$ cat src/verilog/adcc_pkg.sv
// constants, types and register map of the converter control block
package adcc_pkg;

   // ----------------------------------------------------------------
   // register indices (byte address = 4 * index)
   // ----------------------------------------------------------------
   localparam logic [7:0] ADCC_IDX_RESULT_LOW  = 8'h78;
   localparam logic [7:0] ADCC_IDX_RESULT_HIGH = 8'h79;
   localparam logic [7:0] ADCC_IDX_CTRL_STATUS = 8'h7a;
   localparam logic [7:0] ADCC_IDX_TRIG_SOURCE = 8'h7b;
   localparam logic [7:0] ADCC_IDX_INPUT_REF   = 8'h7c;

   // ----------------------------------------------------------------
   // reset values
   // ----------------------------------------------------------------
   localparam logic [7:0] ADCC_RST_CTRL_STATUS = 8'h00;
   localparam logic [7:0] ADCC_RST_INPUT_REF   = 8'h00;
   localparam logic [2:0] ADCC_RST_TRIG_SOURCE = 3'h0;
   localparam logic [9:0] ADCC_RST_RESULT      = 10'h000;

   // ----------------------------------------------------------------
   // field positions, control/status register
   // ----------------------------------------------------------------
   localparam int ADCC_BIT_ENABLE     = 7;
   localparam int ADCC_BIT_START      = 6;
   localparam int ADCC_BIT_AUTO_TRIG  = 5;
   localparam int ADCC_BIT_DONE_FLAG  = 4;
   localparam int ADCC_BIT_DONE_IE    = 3;
   localparam int ADCC_POS_DIVIDER    = 0;

   // ----------------------------------------------------------------
   // field positions, input and reference select register
   // ----------------------------------------------------------------
   localparam int ADCC_POS_REFERENCE  = 6;
   localparam int ADCC_BIT_LEFT_ALIGN = 5;
   localparam int ADCC_POS_CHANNEL    = 0;

   // ----------------------------------------------------------------
   // codes
   // ----------------------------------------------------------------
   localparam logic [3:0] ADCC_CH_TEMP_SENSOR = 4'h8;
   localparam logic [3:0] ADCC_CH_BANDGAP     = 4'he;
   localparam logic [3:0] ADCC_CH_GROUND      = 4'hf;
   localparam logic [1:0] ADCC_REF_EXT_PIN    = 2'h0;
   localparam logic [1:0] ADCC_REF_SUPPLY     = 2'h1;
   localparam logic [1:0] ADCC_REF_INTERNAL   = 2'h3;
   localparam logic [2:0] ADCC_TRIG_FREE_RUN  = 3'h0;

   // ----------------------------------------------------------------
   // timing in converter clock cycles
   // ----------------------------------------------------------------
   localparam logic [4:0] ADCC_CONV_CYCLES_NORMAL = 5'd13;
   localparam logic [4:0] ADCC_CONV_CYCLES_FIRST  = 5'd25;

   // conversion state, gray along idle -> converting
   typedef enum logic [0:0] {
      ADCC_IDLE       = 1'b0,
      ADCC_CONVERTING = 1'b1
   } adcc_state_t;

   // controls handed to the analog core
   typedef struct packed {
      logic       powered;      // converter powered
      logic [3:0] channel;      // applied channel code
      logic [1:0] reference;    // applied reference code
      logic       tempSensorOn; // temperature sensor powered
      logic       bandgapOn;    // internal bandgap needed
      logic       convClock;    // one-cycle converter clock tick
      logic       converting;   // conversion in progress
   } adcc_core_ctrl_t;

endpackage
$ cat src/verilog/adcc_control.sv
// control, register and result logic of the 10-bit converter
`timescale 1ns/1ps
`default_nettype none

module adcc_control #(
   parameter int ADDR_W   = 10,
   parameter int RESULT_W = 10
) (
   // system
   input  wire logic                  mclk,
   input  wire logic                  rst,
   // wishbone slave
   input  wire logic                  wb_cyc_i,
   input  wire logic                  wb_stb_i,
   input  wire logic                  wb_we_i,
   input  wire logic [ADDR_W-1:0]     wb_adr_i,
   input  wire logic [3:0]            wb_sel_i,
   input  wire logic [31:0]           wb_dat_i,
   output logic      [31:0]           wb_dat_o,
   output logic                       wb_ack_o,
   // processor side
   input  wire logic                  globalIrqEnable,
   input  wire logic                  irqVectorTaken,
   output logic                       convDoneIrq,
   // trigger source event flags, index 0 unused
   input  wire logic [7:1]            triggerFlags,
   // analog core
   input  wire logic [RESULT_W-1:0]   coreResult,
   output adcc_pkg::adcc_core_ctrl_t  coreCtrl
);
   import adcc_pkg::*;

   // ----------------------------------------------------------------
   // elaboration checks
   // ----------------------------------------------------------------
   if (ADDR_W < 10 || ADDR_W > 32) begin : g_bad_addr
      $error("adcc_control: ADDR_W must lie in 10..32");
   end
   if (RESULT_W != 10) begin : g_bad_result
      $error("adcc_control: RESULT_W must be 10");
   end

   // ----------------------------------------------------------------
   // state
   // ----------------------------------------------------------------
   adcc_state_t     state;
   logic            enable;
   logic            autoTrig;
   logic            doneFlag;
   logic            doneIe;
   logic [2:0]      divider;
   logic [1:0]      reference;
   logic            leftAlign;
   logic [3:0]      channel;
   logic [2:0]      trigSource;
   logic [1:0]      appliedRef;
   logic [3:0]      appliedCh;
   logic            firstPending;
   logic            convLong;
   logic [4:0]      convCnt;
   logic [6:0]      preCnt;
   logic            tick;
   logic            trigPrev;
   logic            resultLock;
   logic [9:0]      result;

   // ----------------------------------------------------------------
   // bus decode
   // ----------------------------------------------------------------
   logic       req;
   logic       wrEn;
   logic       rdEn;
   logic [7:0] idx;
   logic [7:0] wdata;
   logic       wrCsr;
   logic       wrMux;
   logic       wrTrig;
   logic       rdLow;
   logic       rdHigh;

   // request taken at the edge where ack rises
   assign req    = wb_cyc_i & wb_stb_i & ~wb_ack_o;
   assign idx    = wb_adr_i[9:2];
   assign wdata  = wb_dat_i[7:0];
   assign wrEn   = req & wb_we_i & wb_sel_i[0];
   assign rdEn   = req & ~wb_we_i;
   assign wrCsr  = wrEn & (idx == ADCC_IDX_CTRL_STATUS);
   assign wrMux  = wrEn & (idx == ADCC_IDX_INPUT_REF);
   assign wrTrig = wrEn & (idx == ADCC_IDX_TRIG_SOURCE);
   assign rdLow  = rdEn & (idx == ADCC_IDX_RESULT_LOW);
   assign rdHigh = rdEn & (idx == ADCC_IDX_RESULT_HIGH);

   // ----------------------------------------------------------------
   // functions
   // ----------------------------------------------------------------
   // divide mask for the prescaler code
   function automatic logic [6:0] div_mask(input logic [2:0] code);
      logic [6:0] m;
      m = 7'h01;
      if (code > 3'h1) begin
         m = 7'((8'h01 << code) - 8'h01); // code n divides by 2**n
      end
      return m;
   endfunction

   // presented byte of the result for low or high register
   function automatic logic [7:0] result_byte(input logic [9:0] r,
                                              input logic       left,
                                              input logic       high);
      logic [7:0] b;
      b = 8'h00;
      if (left && high) begin
         b = r[9:2];
      end else if (left) begin
         b = {r[1:0], 6'h00};
      end else if (high) begin
         b = {6'h00, r[9:8]};
      end else begin
         b = r[7:0];
      end
      return b;
   endfunction

   // ----------------------------------------------------------------
   // start sources and completion
   // ----------------------------------------------------------------
   logic       enableNow;
   logic       swStart;
   logic       trigSel;
   logic       trigEdge;
   logic       convEnd;
   logic       freeRestart;
   logic       startConv;
   logic [4:0] convLen;

   // enable as seen this cycle, including a write in progress
   assign enableNow = wrCsr ? wdata[ADCC_BIT_ENABLE] : enable;
   // only a one written to start counts
   assign swStart = wrCsr & wdata[ADCC_BIT_START];
   // free-run code selects nothing, so switching to it cannot trigger
   assign trigSel = (trigSource == ADCC_TRIG_FREE_RUN) ? 1'b0
                    : triggerFlags[trigSource];
   assign trigEdge = autoTrig & trigSel & ~trigPrev;
   assign convLen  = convLong ? ADCC_CONV_CYCLES_FIRST
                              : ADCC_CONV_CYCLES_NORMAL;
   assign convEnd  = (state == ADCC_CONVERTING) & tick
                     & (convCnt == convLen - 5'd1);
   assign freeRestart = convEnd & autoTrig
                        & (trigSource == ADCC_TRIG_FREE_RUN);
   assign startConv = enableNow & (state == ADCC_IDLE)
                      & (swStart | trigEdge);

   // ----------------------------------------------------------------
   // wishbone answer, one cycle after the strobe
   // ----------------------------------------------------------------
   always_ff @(posedge mclk or posedge rst) begin
      if (rst) begin
         wb_ack_o <= 1'b0;
      end else begin
         wb_ack_o <= req;
      end
   end

   // read data, captured with the ack
   always_ff @(posedge mclk or posedge rst) begin
      if (rst) begin
         wb_dat_o <= 32'h0000_0000;
      end else if (rdEn) begin
         unique case (idx)
            ADCC_IDX_RESULT_LOW:
               wb_dat_o <= {24'h00_0000,
                            result_byte(result, leftAlign, 1'b0)};
            ADCC_IDX_RESULT_HIGH:
               wb_dat_o <= {24'h00_0000,
                            result_byte(result, leftAlign, 1'b1)};
            ADCC_IDX_CTRL_STATUS:
               wb_dat_o <= {24'h00_0000, enable,
                            state == ADCC_CONVERTING,
                            autoTrig, doneFlag, doneIe, divider};
            ADCC_IDX_TRIG_SOURCE:
               wb_dat_o <= {29'h0000_0000, trigSource};
            ADCC_IDX_INPUT_REF:
               wb_dat_o <= {24'h00_0000, reference, leftAlign,
                            1'b0, channel};
            default:
               wb_dat_o <= 32'h0000_0000;
         endcase
      end
   end

   // ----------------------------------------------------------------
   // software settings
   // ----------------------------------------------------------------
   always_ff @(posedge mclk or posedge rst) begin
      if (rst) begin
         enable   <= ADCC_RST_CTRL_STATUS[ADCC_BIT_ENABLE];
         autoTrig <= ADCC_RST_CTRL_STATUS[ADCC_BIT_AUTO_TRIG];
         doneIe   <= ADCC_RST_CTRL_STATUS[ADCC_BIT_DONE_IE];
         divider  <= ADCC_RST_CTRL_STATUS[ADCC_POS_DIVIDER +: 3];
      end else if (wrCsr) begin
         enable   <= wdata[ADCC_BIT_ENABLE];
         autoTrig <= wdata[ADCC_BIT_AUTO_TRIG];
         doneIe   <= wdata[ADCC_BIT_DONE_IE];
         divider  <= wdata[ADCC_POS_DIVIDER +: 3];
      end
   end

   // input and reference selection as written
   always_ff @(posedge mclk or posedge rst) begin
      if (rst) begin
         reference <= ADCC_RST_INPUT_REF[ADCC_POS_REFERENCE +: 2];
         leftAlign <= ADCC_RST_INPUT_REF[ADCC_BIT_LEFT_ALIGN];
         channel   <= ADCC_RST_INPUT_REF[ADCC_POS_CHANNEL +: 4];
      end else if (wrMux) begin
         reference <= wdata[ADCC_POS_REFERENCE +: 2];
         leftAlign <= wdata[ADCC_BIT_LEFT_ALIGN];
         channel   <= wdata[ADCC_POS_CHANNEL +: 4];
      end
   end

   // trigger source selection
   always_ff @(posedge mclk or posedge rst) begin
      if (rst) begin
         trigSource <= ADCC_RST_TRIG_SOURCE;
      end else if (wrTrig) begin
         trigSource <= wdata[2:0];
      end
   end

   // applied selection follows the written one only while idle
   always_ff @(posedge mclk or posedge rst) begin
      if (rst) begin
         appliedRef <= ADCC_RST_INPUT_REF[ADCC_POS_REFERENCE +: 2];
         appliedCh  <= ADCC_RST_INPUT_REF[ADCC_POS_CHANNEL +: 4];
      end else if (state == ADCC_IDLE) begin
         appliedRef <= reference;
         appliedCh  <= channel;
      end
   end

   // ----------------------------------------------------------------
   // prescaler, runs only while enabled
   // ----------------------------------------------------------------
   always_ff @(posedge mclk or posedge rst) begin
      if (rst) begin
         preCnt <= 7'h00;
         tick   <= 1'b0;
      end else if (!enable) begin
         preCnt <= 7'h00;
         tick   <= 1'b0;
      end else begin
         preCnt <= preCnt + 7'h01;
         tick   <= ((preCnt & div_mask(divider))
                    == div_mask(divider));
      end
   end

   // ----------------------------------------------------------------
   // conversion sequencing
   // ----------------------------------------------------------------
   always_ff @(posedge mclk or posedge rst) begin
      if (rst) begin
         state    <= ADCC_IDLE;
         convCnt  <= 5'h00;
         convLong <= 1'b0;
      end else if (!enableNow) begin
         state    <= ADCC_IDLE;
         convCnt  <= 5'h00;
      end else begin
         unique case (state)
            ADCC_IDLE: begin
               if (startConv) begin
                  state    <= ADCC_CONVERTING;
                  convCnt  <= 5'h00;
                  convLong <= firstPending | ~enable;
               end
            end
            ADCC_CONVERTING: begin
               if (convEnd && freeRestart) begin
                  convCnt  <= 5'h00;
                  convLong <= 1'b0;
               end else if (convEnd) begin
                  state    <= ADCC_IDLE;
                  convCnt  <= 5'h00;
               end else if (tick) begin
                  convCnt  <= convCnt + 5'h01;
               end
            end
         endcase
      end
   end

   // first conversion after power-up of the converter is the long one
   always_ff @(posedge mclk or posedge rst) begin
      if (rst) begin
         firstPending <= 1'b1;
      end else if (!enable) begin
         firstPending <= 1'b1;
      end else if (state == ADCC_CONVERTING) begin
         firstPending <= 1'b0;
      end
   end

   // previous selected trigger level for edge detection
   always_ff @(posedge mclk or posedge rst) begin
      if (rst) begin
         trigPrev <= 1'b0;
      end else begin
         trigPrev <= trigSel;
      end
   end

   // ----------------------------------------------------------------
   // result register and read lock
   // ----------------------------------------------------------------
   always_ff @(posedge mclk or posedge rst) begin
      if (rst) begin
         resultLock <= 1'b0;
      end else if (rdHigh) begin
         resultLock <= 1'b0;
      end else if (rdLow) begin
         resultLock <= 1'b1;
      end
   end

   // result latched with the flag; held while locked
   always_ff @(posedge mclk or posedge rst) begin
      if (rst) begin
         result <= ADCC_RST_RESULT;
      end else if (convEnd && !resultLock) begin
         result <= coreResult;
      end
   end

   // done flag: set wins over both clears
   always_ff @(posedge mclk or posedge rst) begin
      if (rst) begin
         doneFlag <= ADCC_RST_CTRL_STATUS[ADCC_BIT_DONE_FLAG];
      end else if (convEnd) begin
         doneFlag <= 1'b1;
      end else if (irqVectorTaken ||
                   (wrCsr && wdata[ADCC_BIT_DONE_FLAG])) begin
         doneFlag <= 1'b0;
      end
   end

   // interrupt request
   always_ff @(posedge mclk or posedge rst) begin
      if (rst) begin
         convDoneIrq <= 1'b0;
      end else begin
         convDoneIrq <= doneFlag & doneIe & globalIrqEnable;
      end
   end

   // ----------------------------------------------------------------
   // analog core controls
   // ----------------------------------------------------------------
   always_ff @(posedge mclk or posedge rst) begin
      if (rst) begin
         coreCtrl <= '0;
      end else begin
         coreCtrl.powered      <= enable;
         coreCtrl.channel      <= appliedCh;
         coreCtrl.reference    <= appliedRef;
         coreCtrl.tempSensorOn <= enable
                                  & (appliedCh == ADCC_CH_TEMP_SENSOR);
         coreCtrl.bandgapOn    <= enable
                                  & ((appliedRef == ADCC_REF_INTERNAL)
                                     | (appliedCh == ADCC_CH_BANDGAP));
         coreCtrl.convClock    <= tick;
         coreCtrl.converting   <= (state == ADCC_CONVERTING);
      end
   end

endmodule

`default_nettype wire

$ cat config.mk
export PLATFORM = sky130hd
export DESIGN_NAME = adcc_control
export DESIGN_NICKNAME = d
export VERILOG_FILES = /design/src/verilog/adcc_pkg.sv /design/src/verilog/adcc_control.sv
export SDC_FILE = /design/constraint.sdc
export NUM_CORES = 1
export LEC_CHECK = 0
export BUFFER_PORTS_ARGS = -buffer_cell sky130_fd_sc_hd__buf_2
export CAP_MARGIN = 20
export CORE_MARGIN = 1.5
export CORE_UTILIZATION = 37
export CTS_BUF_LIST = sky130_fd_sc_hd__clkbuf_4 sky130_fd_sc_hd__clkbuf_8
export CTS_CLUSTER_DIAMETER = 200
export DETAILED_ROUTE_END_ITERATION = 7
export SLEW_MARGIN = 10
export SYNTH_ARGS = -nofsm -noshare
export SYNTH_HDL_FRONTEND = slang
export SYNTH_SLANG_ARGS = --single-unit
$ cat constraint.sdc
create_clock -name mclk -period 2.79 [get_ports mclk]
set_clock_uncertainty 0.15 [all_clocks]
set_input_delay 0 -clock mclk [delete_from_list [all_inputs] [get_ports mclk]]
set_output_delay 0 -clock mclk [all_outputs]
set_load 0.03 [all_outputs]
==> results of run 1 <==
## kinds of logic after synthesis
logic type / after synthesis
flops: 72
other cells: 1
mux: 34
xor+xnor: 4
fa+ha+maj: 3
simple gates: 101
buf+inv: 48
compound gates: 56
## state kept, by name, summed over array words and instances (netlist names), 2 cells and up
name / flops
trigSource: 3
divider: 3
reference: 2
channel: 4
appliedCh: 4
result: 10
wb_dat_o: 8
convCnt: 5
preCnt: 7
coreCtrl: 11
appliedRef: 2
## power by group
group	total, mW	switching [mW]	leakage (nW)	internal [mW]
Combinational	0.186	0.121	1.05	0.0644
Sequential	1.06	0.00541	0.984	1.05
Clock	0.950	0.435	0.115	0.515
## layer usage
layer	global-route usage	routed length, microns	up-vias
met3	0.03883	471	11
li1	-	-	1275
met5	0	0	-
met4	0.06284	150	0
met2	0.2526	3774	104
met1	0.2284	3749	1278
## metrics by stage
step / cells / utilization / area [sq um] / total power [mW]
floorplan: 342 / - / 3611 / 1.203
global placement: 504 / 0.4237 / 3915 / 1.234
detailed placement: 504 / 0.4237 / 3915 / 1.236
CTS: 546 / 0.4761 / 4399 / 2.207
global route: 546 / 0.4761 / 4399 / 2.270
finish: 546 / 0.4761 / 4399 / 2.191
## cell usage in the layout, fill, tap and decap left out, drive strengths merged, types with 4 or more instances in the layout
master / n
nor2: 8
and2: 6
o21ai: 21
clkbuf: 9
nand3: 10
a221oi: 9
buf: 67
mux2: 30
conb: 24
inv: 18
nand2: 33
dfrtp: 71
nor2b: 11
a22oi: 9
a21oi: 4
nor3: 9
dlygate4sd3: 26
## worst paths after layout
check / slack, ps / endpoint / cells past startpoint
max reg2reg: 270 / trigSource[0] / 6
max: 270 / trigSource[0] / 6
min in group asynchronous: 170 / wb_dat_o[7] / 3
min reg2reg: 260 / coreCtrl[5] / 0
max in group asynchronous: 1590 / firstPending / 4
min: 20 / wb_dat_o[4] / 4
## final cells by class
class | count | area [sq um]
tap | 129 | 161.4
sequential | 72 | 1803
fill | 877 | 4841
multi-input combinational | 222 | 1535
clock buffer | 9 | 123.9
clock inverter | 7 | 100.1
timing repair buffer | 93 | 623.1
inverter | 14 | 52.55
## critical path, delay by kind of cell (launching register included)
kind / cells / cell delay (ps)
buffers and inverters: 2 / 730
muxes: 1 / 310
DFF: 1 / 380
and+or+nand+nor: 3 / 850
## what timing repair did
action                                  CTS  global route
hold buffers                             26             0
endpoints found under the setup margin    0             0
hold endpoints to repair                 72             0
==> out/qor.yml, run 1 <==
route.vias.total: 2668
power_leakage_nw: 2.148
cts.reportedPaths.clkPinSlew_ps: 80
synth_top_area_frac: 0.5041
worstSetupStartpoint: "wb_ack_o"
min_from: "wb_adr_i[9]"
io_buffer_count: 61
outcome: "completed"
drtIter0Drc: 154
clockBufferDepth: 2
post-route-period-util: 0.9043
r2r-start: "wb_ack_o"
clockRootBuffer: "clkbuf_8"
die_x_microns: 100.6
slowest_stage: "dlygate4sd3_1"
dp_hpwl_mm: 5.860
synth_cells: 319
synthFlopType: "dfrtp_1"
max_clock_freq_mhz: 396.4
remaining_drc_errors: 0
syn_to_final_growth_pct: 24.81
whs_ps: 21.16
drv_slew: 0
muxShareOfSynthArea: 0.1143
netlist_area_sq_um: 3525
post-route-min-period_ps: 2523
synth_edf_count: 0
rsz0062_at_grt: "false"
arrival_ps: 2600
grtUsageTotal: 0.1655
routabilityCongestion: 0.9118
fp.dieH_microns: 100.6
yosys-top-cells-count: "71 x dfrtp_1, 33 x nand2_1, 29 x mux2_2"
powerDensity_nw_per_um2: 498.1
drt-vias-per-instance: 4.886
clk_latency_ps: 350
cts_setup_buffers: 0
ys_seq_elements: 72
synthAdderAreaFrac: 0.01065
drtPass1Iterations: 4
synth_seq_area_share: 0.5115
clock_sinks: 72
avgSynthCellArea_sq_um: 11.05
synth_top_cell_by_area: "dfrtp_1"
rows: 35
grt_pass1_wl_mm: 12.77
critPathLaunchType: "flip-flop"
routed_wl_mm: 8.145
yosys.area_share.simple: 0.1626
start_util: 0.3814
grt_max_degree: 41
worstPathRequired_ps: 2870
worstPathCellList: "nand3b_1 -> dlygate4sd3_1 -> inv_1 -> nand3_1 -> or3_1 -> mux2_2"
crit_path_max_fanout: 4
post-place-ws_ps: 523.8
ant_nets: 0
cpPeakStageDelay_ps: 630
cts_tree: "yes"
drv_cap: 0
synth.most_common_cell: "dfrtp_1"
async_reset_ff_frac: 1.000
ys_top_cells_by_area: "dfrtp_1 50%, mux2_2 9.3%, buf_4 5.1%"
peakVddDrop_v: 0.0001922
synth_top_family_by_area: "simple AND/OR/NAND/NOR gates"
criticalPathCategory: "reg -> reg"
fin_ws_ps: 267.0
dieArea_sq_um: 10120
drive_gt1_frac: 0.3046
ctsResizeCount: 0
wire_per_inst_microns: 14.92
worstSetupEndpointType: "flip-flop"
n_antenna_cell: 0
ctsHtreeMaxLevel: 3
synth_compound_area_frac: 0.1125
ys_warn_count: 0
cts_buffers: 9
worst_hold_path_type: "in -> reg"
coreArea_sq_um: 9240
ios: 115
synth_xor_area_frac: 0.009940
finalSetupViolCount: 0
finalSetupTns_ps: 0
final_nets: 485
synthDistinctLibCells: 56
hold_viol: 0
relSlewSlack: 0.5062
gr-total-overflow: 0
antenna_found_initial: 0
grt_pass1_vias: 2518
worst_pin_slew_ps: 739.6
(Power assumes the default switching activity.)
==> run 2, diff against run 1 <==
--- a/config.mk
+++ b/config.mk
@@ -12,6 +12,7 @@
 export CTS_BUF_LIST = sky130_fd_sc_hd__clkbuf_4 sky130_fd_sc_hd__clkbuf_8
 export CTS_CLUSTER_DIAMETER = 200
 export DETAILED_ROUTE_END_ITERATION = 7
+export HOLD_SLACK_MARGIN = 0.08
 export SLEW_MARGIN = 10
 export SYNTH_ARGS = -nofsm -noshare
 export SYNTH_HDL_FRONTEND = slang
==> run 2 against run 1 <==
Final cell count is 1.5% higher. Fmax is 2.9% lower. Flip-flop and latch count stayed put. Clock power hardly changed. Critical path type unchanged. Highest routed layer unchanged.
==> out/qor.yml, run 2 (synthesis results as in run 1) <==
outcome: "completed"  # unchanged
clk_latency_ps: 350  # about the same
drv_cap: 0  # unchanged
grt_pass1_vias: 2541  # was 2518
clock_sinks: 72  # unchanged
hold_viol: 0  # unchanged
clockBufferDepth: 2  # unchanged
fill_cells: 868  # was 877
ff2ff_path_depth: 6  # unchanged
drt-vias-per-instance: 4.904  # was 4.886
syn_to_final_growth_pct: 27.16  # was 24.81%
ant_nets: 0  # unchanged
worstSetupEndpointType: "flip-flop"  # unchanged
cts_buffers: 9  # unchanged
top_register: "coreCtrl"  # unchanged
finalSetupTns_ps: 0  # unchanged
min_from: "wb_adr_i[8]"  # was wb_adr_i[9]
powerDensity_nw_per_um2: 490.6  # was 498.1 nW/um^2
rows: 35  # unchanged
final_nets: 493  # was 485
reg2reg_to: "wb_dat_o[7]"  # was trigSource[0]
cts.reportedPaths.clkPinSlew_ps: 80  # about the same
ctsHtreeMaxLevel: 3  # unchanged
start_util: 0.3814  # unchanged
max_clock_freq_mhz: 384.8  # was 396.4 MHz
io_buffer_count: 61  # unchanged
routed_wl_mm: 8.271  # was 8.145 mm
worst_hold_path_type: "in -> reg"  # unchanged
finalPower_mw: 2.199  # was 2.191 mW
post-place-ws_ps: 523.8  # unchanged
layout_common_cells: "71 x dfrtp_1, 61 x buf_2, 34 x dlygate4sd3_1"  # was 71 x dfrtp_1, 61 x buf_2, 33 x nand2_1
route.vias.total: 2717  # was 2668
reg_top3: "coreCtrl (11), result (10), wb_dat_o (8)"  # unchanged
finalSetupViolCount: 0  # unchanged
cts_setup_buffers: 0  # unchanged
critPathLaunchType: "flip-flop"  # unchanged
worst_pin_slew_ps: 740.6  # was 739.6 ps
antenna_found_initial: 0  # unchanged
dieArea_sq_um: 10120  # unchanged
die_x_microns: 100.6  # unchanged
cts_tree: "yes"  # unchanged
whs_ps: 130.5  # was 21.16 ps
remaining_drc_errors: 0  # unchanged
final_common_cell: "dfrtp_1"  # unchanged
crit_path_max_fanout: 5  # was 4
ios: 115  # unchanged
post-route-period-util: 0.9315  # was 0.9043
relSlewSlack: 0.5056  # was 0.5062
hold_depth: 5  # was 4
routabilityCongestion: 0.9118  # unchanged
worstPathRequired_ps: 2910  # was 2870 ps
fp.dieH_microns: 100.6  # unchanged
coreArea_sq_um: 9240  # unchanged
clockRootBuffer: "clkbuf_8"  # unchanged
post-route-min-period_ps: 2599  # was 2523 ps
grtUsageTotal: 0.1680  # was 0.1655
drtPass1Iterations: 4  # unchanged
wire_per_inst_microns: 14.93  # was 14.92 microns
drtIter0Drc: 140  # was 154
gr-total-overflow: 0  # unchanged
arrival_ps: 2720  # was 2600 ps
drive_gt1_frac: 0.3012  # was 0.3046
r2r-start: "wb_ack_o"  # unchanged
drv_slew: 0  # unchanged
n_antenna_cell: 0  # unchanged
criticalPathCategory: "reg -> reg"  # unchanged
rsz0062_at_grt: "false"  # unchanged
peakVddDrop_v: 0.0001948  # was 0.0001922 V
grt_pass1_wl_mm: 12.93  # was 12.77 mm
worstHoldEndpoint: "wb_dat_o[5]"  # was wb_dat_o[4]
largest_register_ffs: 11  # unchanged
fin_ws_ps: 191.0  # was 267.0 ps
dp_hpwl_mm: 5.860  # unchanged
grt_max_degree: 41  # unchanged
power_leakage_nw: 2.186  # was 2.148 nW
r2r_setup_slack_ps: 190  # was 270 ps
==> run 2: power breakdown <==
group / switching, mW / total, mW / internal, mW
Clock: 0.437 / 0.952 / 0.515
Sequential: 0.00548 / 1.06 / 1.05
Combinational: 0.123 / 0.191 / 0.0686
Total: 0.565 / 2.20 / 1.63
==> run 2: per-stage QoR <==
| stage | instances | util | cell area (sq um) |
|---|---|---|---|
| floorplan | 342 | - | 3611 |
| global placement | 504 | 0.4237 | 3915 |
| detailed placement | 504 | 0.4237 | 3915 |
| CTS | 554 | 0.4848 | 4479 |
| global route | 554 | 0.4850 | 4482 |
| finish | 554 | 0.4850 | 4482 |
==> run 2: worst max-delay path by stage <==
stage | slack, ps | endpoint | from | cells after the start
6_report | 190 | wb_dat_o[7] | wb_ack_o | 6
5_1_grt | 50 | wb_dat_o[7] | wb_ack_o | 6
4_1_cts | 120 | wb_dat_o[7] | wb_ack_o | 6
3_5_place_dp | 520 | convLong | trigSource[0] | 5
3_3_place_gp | 550 | convCnt[0] | trigSource[0] | 5
2_1_floorplan | 560 | convLong | wb_ack_o | 5
==> run 2: what timing repair did <==
action / 4_1_cts / 5_1_grt
setup endpoints to repair: 0 / 3
resized for setup: 0 / 1
hold buffers: 34 / 0
endpoints found under the hold margin: 74 / 0
==> run 2: cell type report <==
cell class              count  area, sq um  area share
clock buffers               9        123.9     0.02764
clock inverters             7        100.1     0.02233
inverters                  14        52.55     0.01173
multi-input cells         222         1538      0.3431
flip-flops and latches     72         1803      0.4023
well taps                 129        161.4     0.03601
repair buffers            101        703.2      0.1569
==> run 2: worst max-delay path: stages, from the launching register on <==
cell	delay, ps
dfrtp_1	380
nand3b_1	240
dlygate4sd3_1	650
nor2_2	170
nand3_1	90
dlygate4sd3_1	650
o21ai_0	180
==> run 2: routing by layer <==
metal | vias to the layer above | track usage | share of wire
li1 | 1294 | - | -
met1 | 1307 | 0.2305 | 0.47
met2 | 102 | 0.2594 | 0.46
met3 | 14 | 0.03814 | 0.048
met4 | 0 | 0.06284 | 0.020
met5 | - | 0 | 0
==> run 3, diff against run 2 <==
--- a/config.mk
+++ b/config.mk
@@ -7,13 +7,17 @@
 export LEC_CHECK = 0
 export BUFFER_PORTS_ARGS = -buffer_cell sky130_fd_sc_hd__buf_2
 export CAP_MARGIN = 20
+export CELL_PAD_IN_SITES_DETAIL_PLACEMENT = 0
+export CELL_PAD_IN_SITES_GLOBAL_PLACEMENT = 1
 export CORE_MARGIN = 1.5
 export CORE_UTILIZATION = 37
 export CTS_BUF_LIST = sky130_fd_sc_hd__clkbuf_4 sky130_fd_sc_hd__clkbuf_8
 export CTS_CLUSTER_DIAMETER = 200
 export DETAILED_ROUTE_END_ITERATION = 7
 export HOLD_SLACK_MARGIN = 0.08
+export PLACE_DENSITY_LB_ADDON = 0.1
 export SLEW_MARGIN = 10
 export SYNTH_ARGS = -nofsm -noshare
 export SYNTH_HDL_FRONTEND = slang
 export SYNTH_SLANG_ARGS = --single-unit
+export TNS_END_PERCENT = 20
==> run 3 against run 2 <==
Register-to-register slack better by 100 ps. First-iteration DRC count decreased by 11%. Sequential share of layout area grew 0.49 points. Clock power fell by 17%. Power down 7.5%. Critical path type unchanged. Largest cell class unchanged.
==> out/qor.yml, run 3 (synthesis results as in run 1) <==
fill_cells: 887  # was 868
start_util: 0.3814  # unchanged
cts_tree: "yes"  # unchanged
drtIter0Drc: 124  # was 140
worstHoldEndpoint: "wb_dat_o[0]"  # was wb_dat_o[5]
ctsHtreeMaxLevel: 3  # unchanged
worstPathRequired_ps: 2870  # was 2910 ps
critPathLaunchType: "flip-flop"  # unchanged
crit_path_max_fanout: 4  # was 5
remaining_drc_errors: 0  # unchanged
routed_wl_mm: 8.329  # was 8.271 mm
r2r-start: "wb_ack_o"  # unchanged
clk_latency_ps: 350  # about the same
drv_cap: 0  # unchanged
reg2reg_to: "trigSource[0]"  # was wb_dat_o[7]
peakVddDrop_v: 0.0001697  # was 0.0001948 V
rows: 35  # unchanged
worstSetupStartpoint: "wb_ack_o"  # unchanged
drv_slew: 0  # unchanged
reg_top3: "coreCtrl (11), result (10), wb_dat_o (8)"  # unchanged
finalSetupViolCount: 0  # unchanged
drt-vias-per-instance: 4.829  # was 4.904
syn_to_final_growth_pct: 25.63  # was 27.16%
outcome: "completed"  # unchanged
fin_cells: 554  # unchanged
top_register: "coreCtrl"  # unchanged
whs_ps: 85.08  # was 130.5 ps
fp.dieH_microns: 100.6  # unchanged
max_clock_freq_mhz: 400.9  # was 384.8 MHz
grt_max_degree: 73  # was 41
drive_gt1_frac: 0.3035  # was 0.3012
grt_pass1_vias: 2730  # was 2541
die_x_microns: 100.6  # unchanged
final_nets: 493  # unchanged
relSlewSlack: 0.3944  # was 0.5056
post-route-util: 0.4792  # was 0.4850
min_from: "wb_cyc_i"  # was wb_adr_i[8]
ff2ff_path_depth: 6  # unchanged
clock_sinks: 72  # unchanged
routabilityCongestion: 0.7995  # was 0.9118
finalPower_mw: 2.033  # was 2.199 mW
worstSetupEndpointType: "flip-flop"  # unchanged
dp_hpwl_mm: 5.803  # was 5.860 mm
layout_common_cells: "71 x dfrtp_1, 61 x buf_2, 33 x nand2_1, 33 x dlygate4sd3_1, 29 x mux2_2"  # was 71 x dfrtp_1, 61 x buf_2, 34 x dlygate4sd3_1
worst_pin_slew_ps: 908.4  # was 740.6 ps
power_leakage_nw: 2.163  # was 2.186 nW
hold_viol: 0  # unchanged
drtPass1Iterations: 4  # unchanged
post-route-min-period_ps: 2495  # was 2599 ps
hold_depth: 5  # unchanged
grt_pass1_wl_mm: 14.08  # was 12.93 mm
cts_buffers: 9  # unchanged
gr-total-overflow: 0  # unchanged
post-route-period-util: 0.8941  # was 0.9315
finalSetupTns_ps: 0  # unchanged
clockBufferDepth: 2  # unchanged
final_common_cell: "dfrtp_1"  # unchanged
cts_setup_buffers: 0  # unchanged
antenna_found_initial: 0  # unchanged
wire_per_inst_microns: 15.03  # was 14.93 microns
ant_nets: 0  # unchanged
design_area_sq_um: 4428  # was 4482 sq um
seq_area_sq_um: 1803  # unchanged
ios: 115  # unchanged
rsz0062_at_grt: "false"  # unchanged
coreArea_sq_um: 9240  # unchanged
r2r_setup_slack_ps: 300  # was 190 ps
dieArea_sq_um: 10120  # unchanged
route.vias.total: 2675  # was 2717
largest_register_ffs: 11  # unchanged
multi_input_area_sq_um: 1538  # unchanged
dp_cells: 505  # was 504
criticalPathCategory: "reg -> reg"  # unchanged
post-place-ws_ps: 486.3  # was 523.8 ps
cts.reportedPaths.clkPinSlew_ps: 90  # was 80 ps
powerDensity_nw_per_um2: 459.1  # was 490.6 nW/um^2
grtUsageTotal: 0.1810  # was 0.1680
clockRootBuffer: "clkbuf_8"  # unchanged
arrival_ps: 2570  # was 2720 ps
io_buffer_count: 61  # unchanged
fin_ws_ps: 295.4  # was 191.0 ps
worst_hold_path_type: "in -> reg"  # unchanged
n_antenna_cell: 0  # unchanged
post_dp_cell_area_sq_um: 3910  # was 3915 sq um
[run 3: cell count changes in the layout (fill, tap and decap cells not counted), sizes merged]
| cell | before | now |
|---|---|---|
| clkinvlp | 0 | 2 |
| buf | 67 | 68 |
| bufinv | 2 | 0 |
| dlygate4sd3 | 34 | 33 |
[run 3: critical path, stage by stage, from the launching register on]
cell and delay [ps]:
dfrtp_1 380, nand3b_1 260, dlygate4sd3_1 620, inv_1 100
nand3_1 110, or3_1 450, mux2_2 300
[run 3: how the worst max path moves through the flow]
stage,to,slack (ps),cells past startpoint
finish,trigSource[0],300,6
global route,wb_dat_o[6],100,7
CTS,wb_dat_o[6],180,7
detailed placement,convLong,490,5
global placement,convCnt[0],510,5
floorplan,convLong,560,5
[run 3: layer usage]
layer	routed length (microns)	track usage
met5	0	0
met4	76	0.06176
met3	399	0.02982
met2	3808	0.2817
met1	4044	0.2562
[run 3: area by class of cell]
class                   count  area share
clock buffers               9     0.02797
inverters                  14     0.01187
repair buffers            101      0.1554
multi-input cells         222      0.3473
well taps                 129     0.03645
flip-flops and latches     72      0.4072
clock inverters             7     0.01385
[run 3: report_power, final]
group | internal (mW) | switching (mW) | total (mW)
Clock | 0.340 | 0.451 | 0.791
Combinational | 0.0661 | 0.120 | 0.186
Sequential | 1.05 | 0.00537 | 1.06
[run 3: repair_timing]
| action | CTS | global route |
|---|---|---|
| setup endpoints to repair | 0 | 1 |
| hold buffers | 33 | 0 |
| resized for setup | 0 | 1 |
| hold endpoints to repair | 113 | 0 |
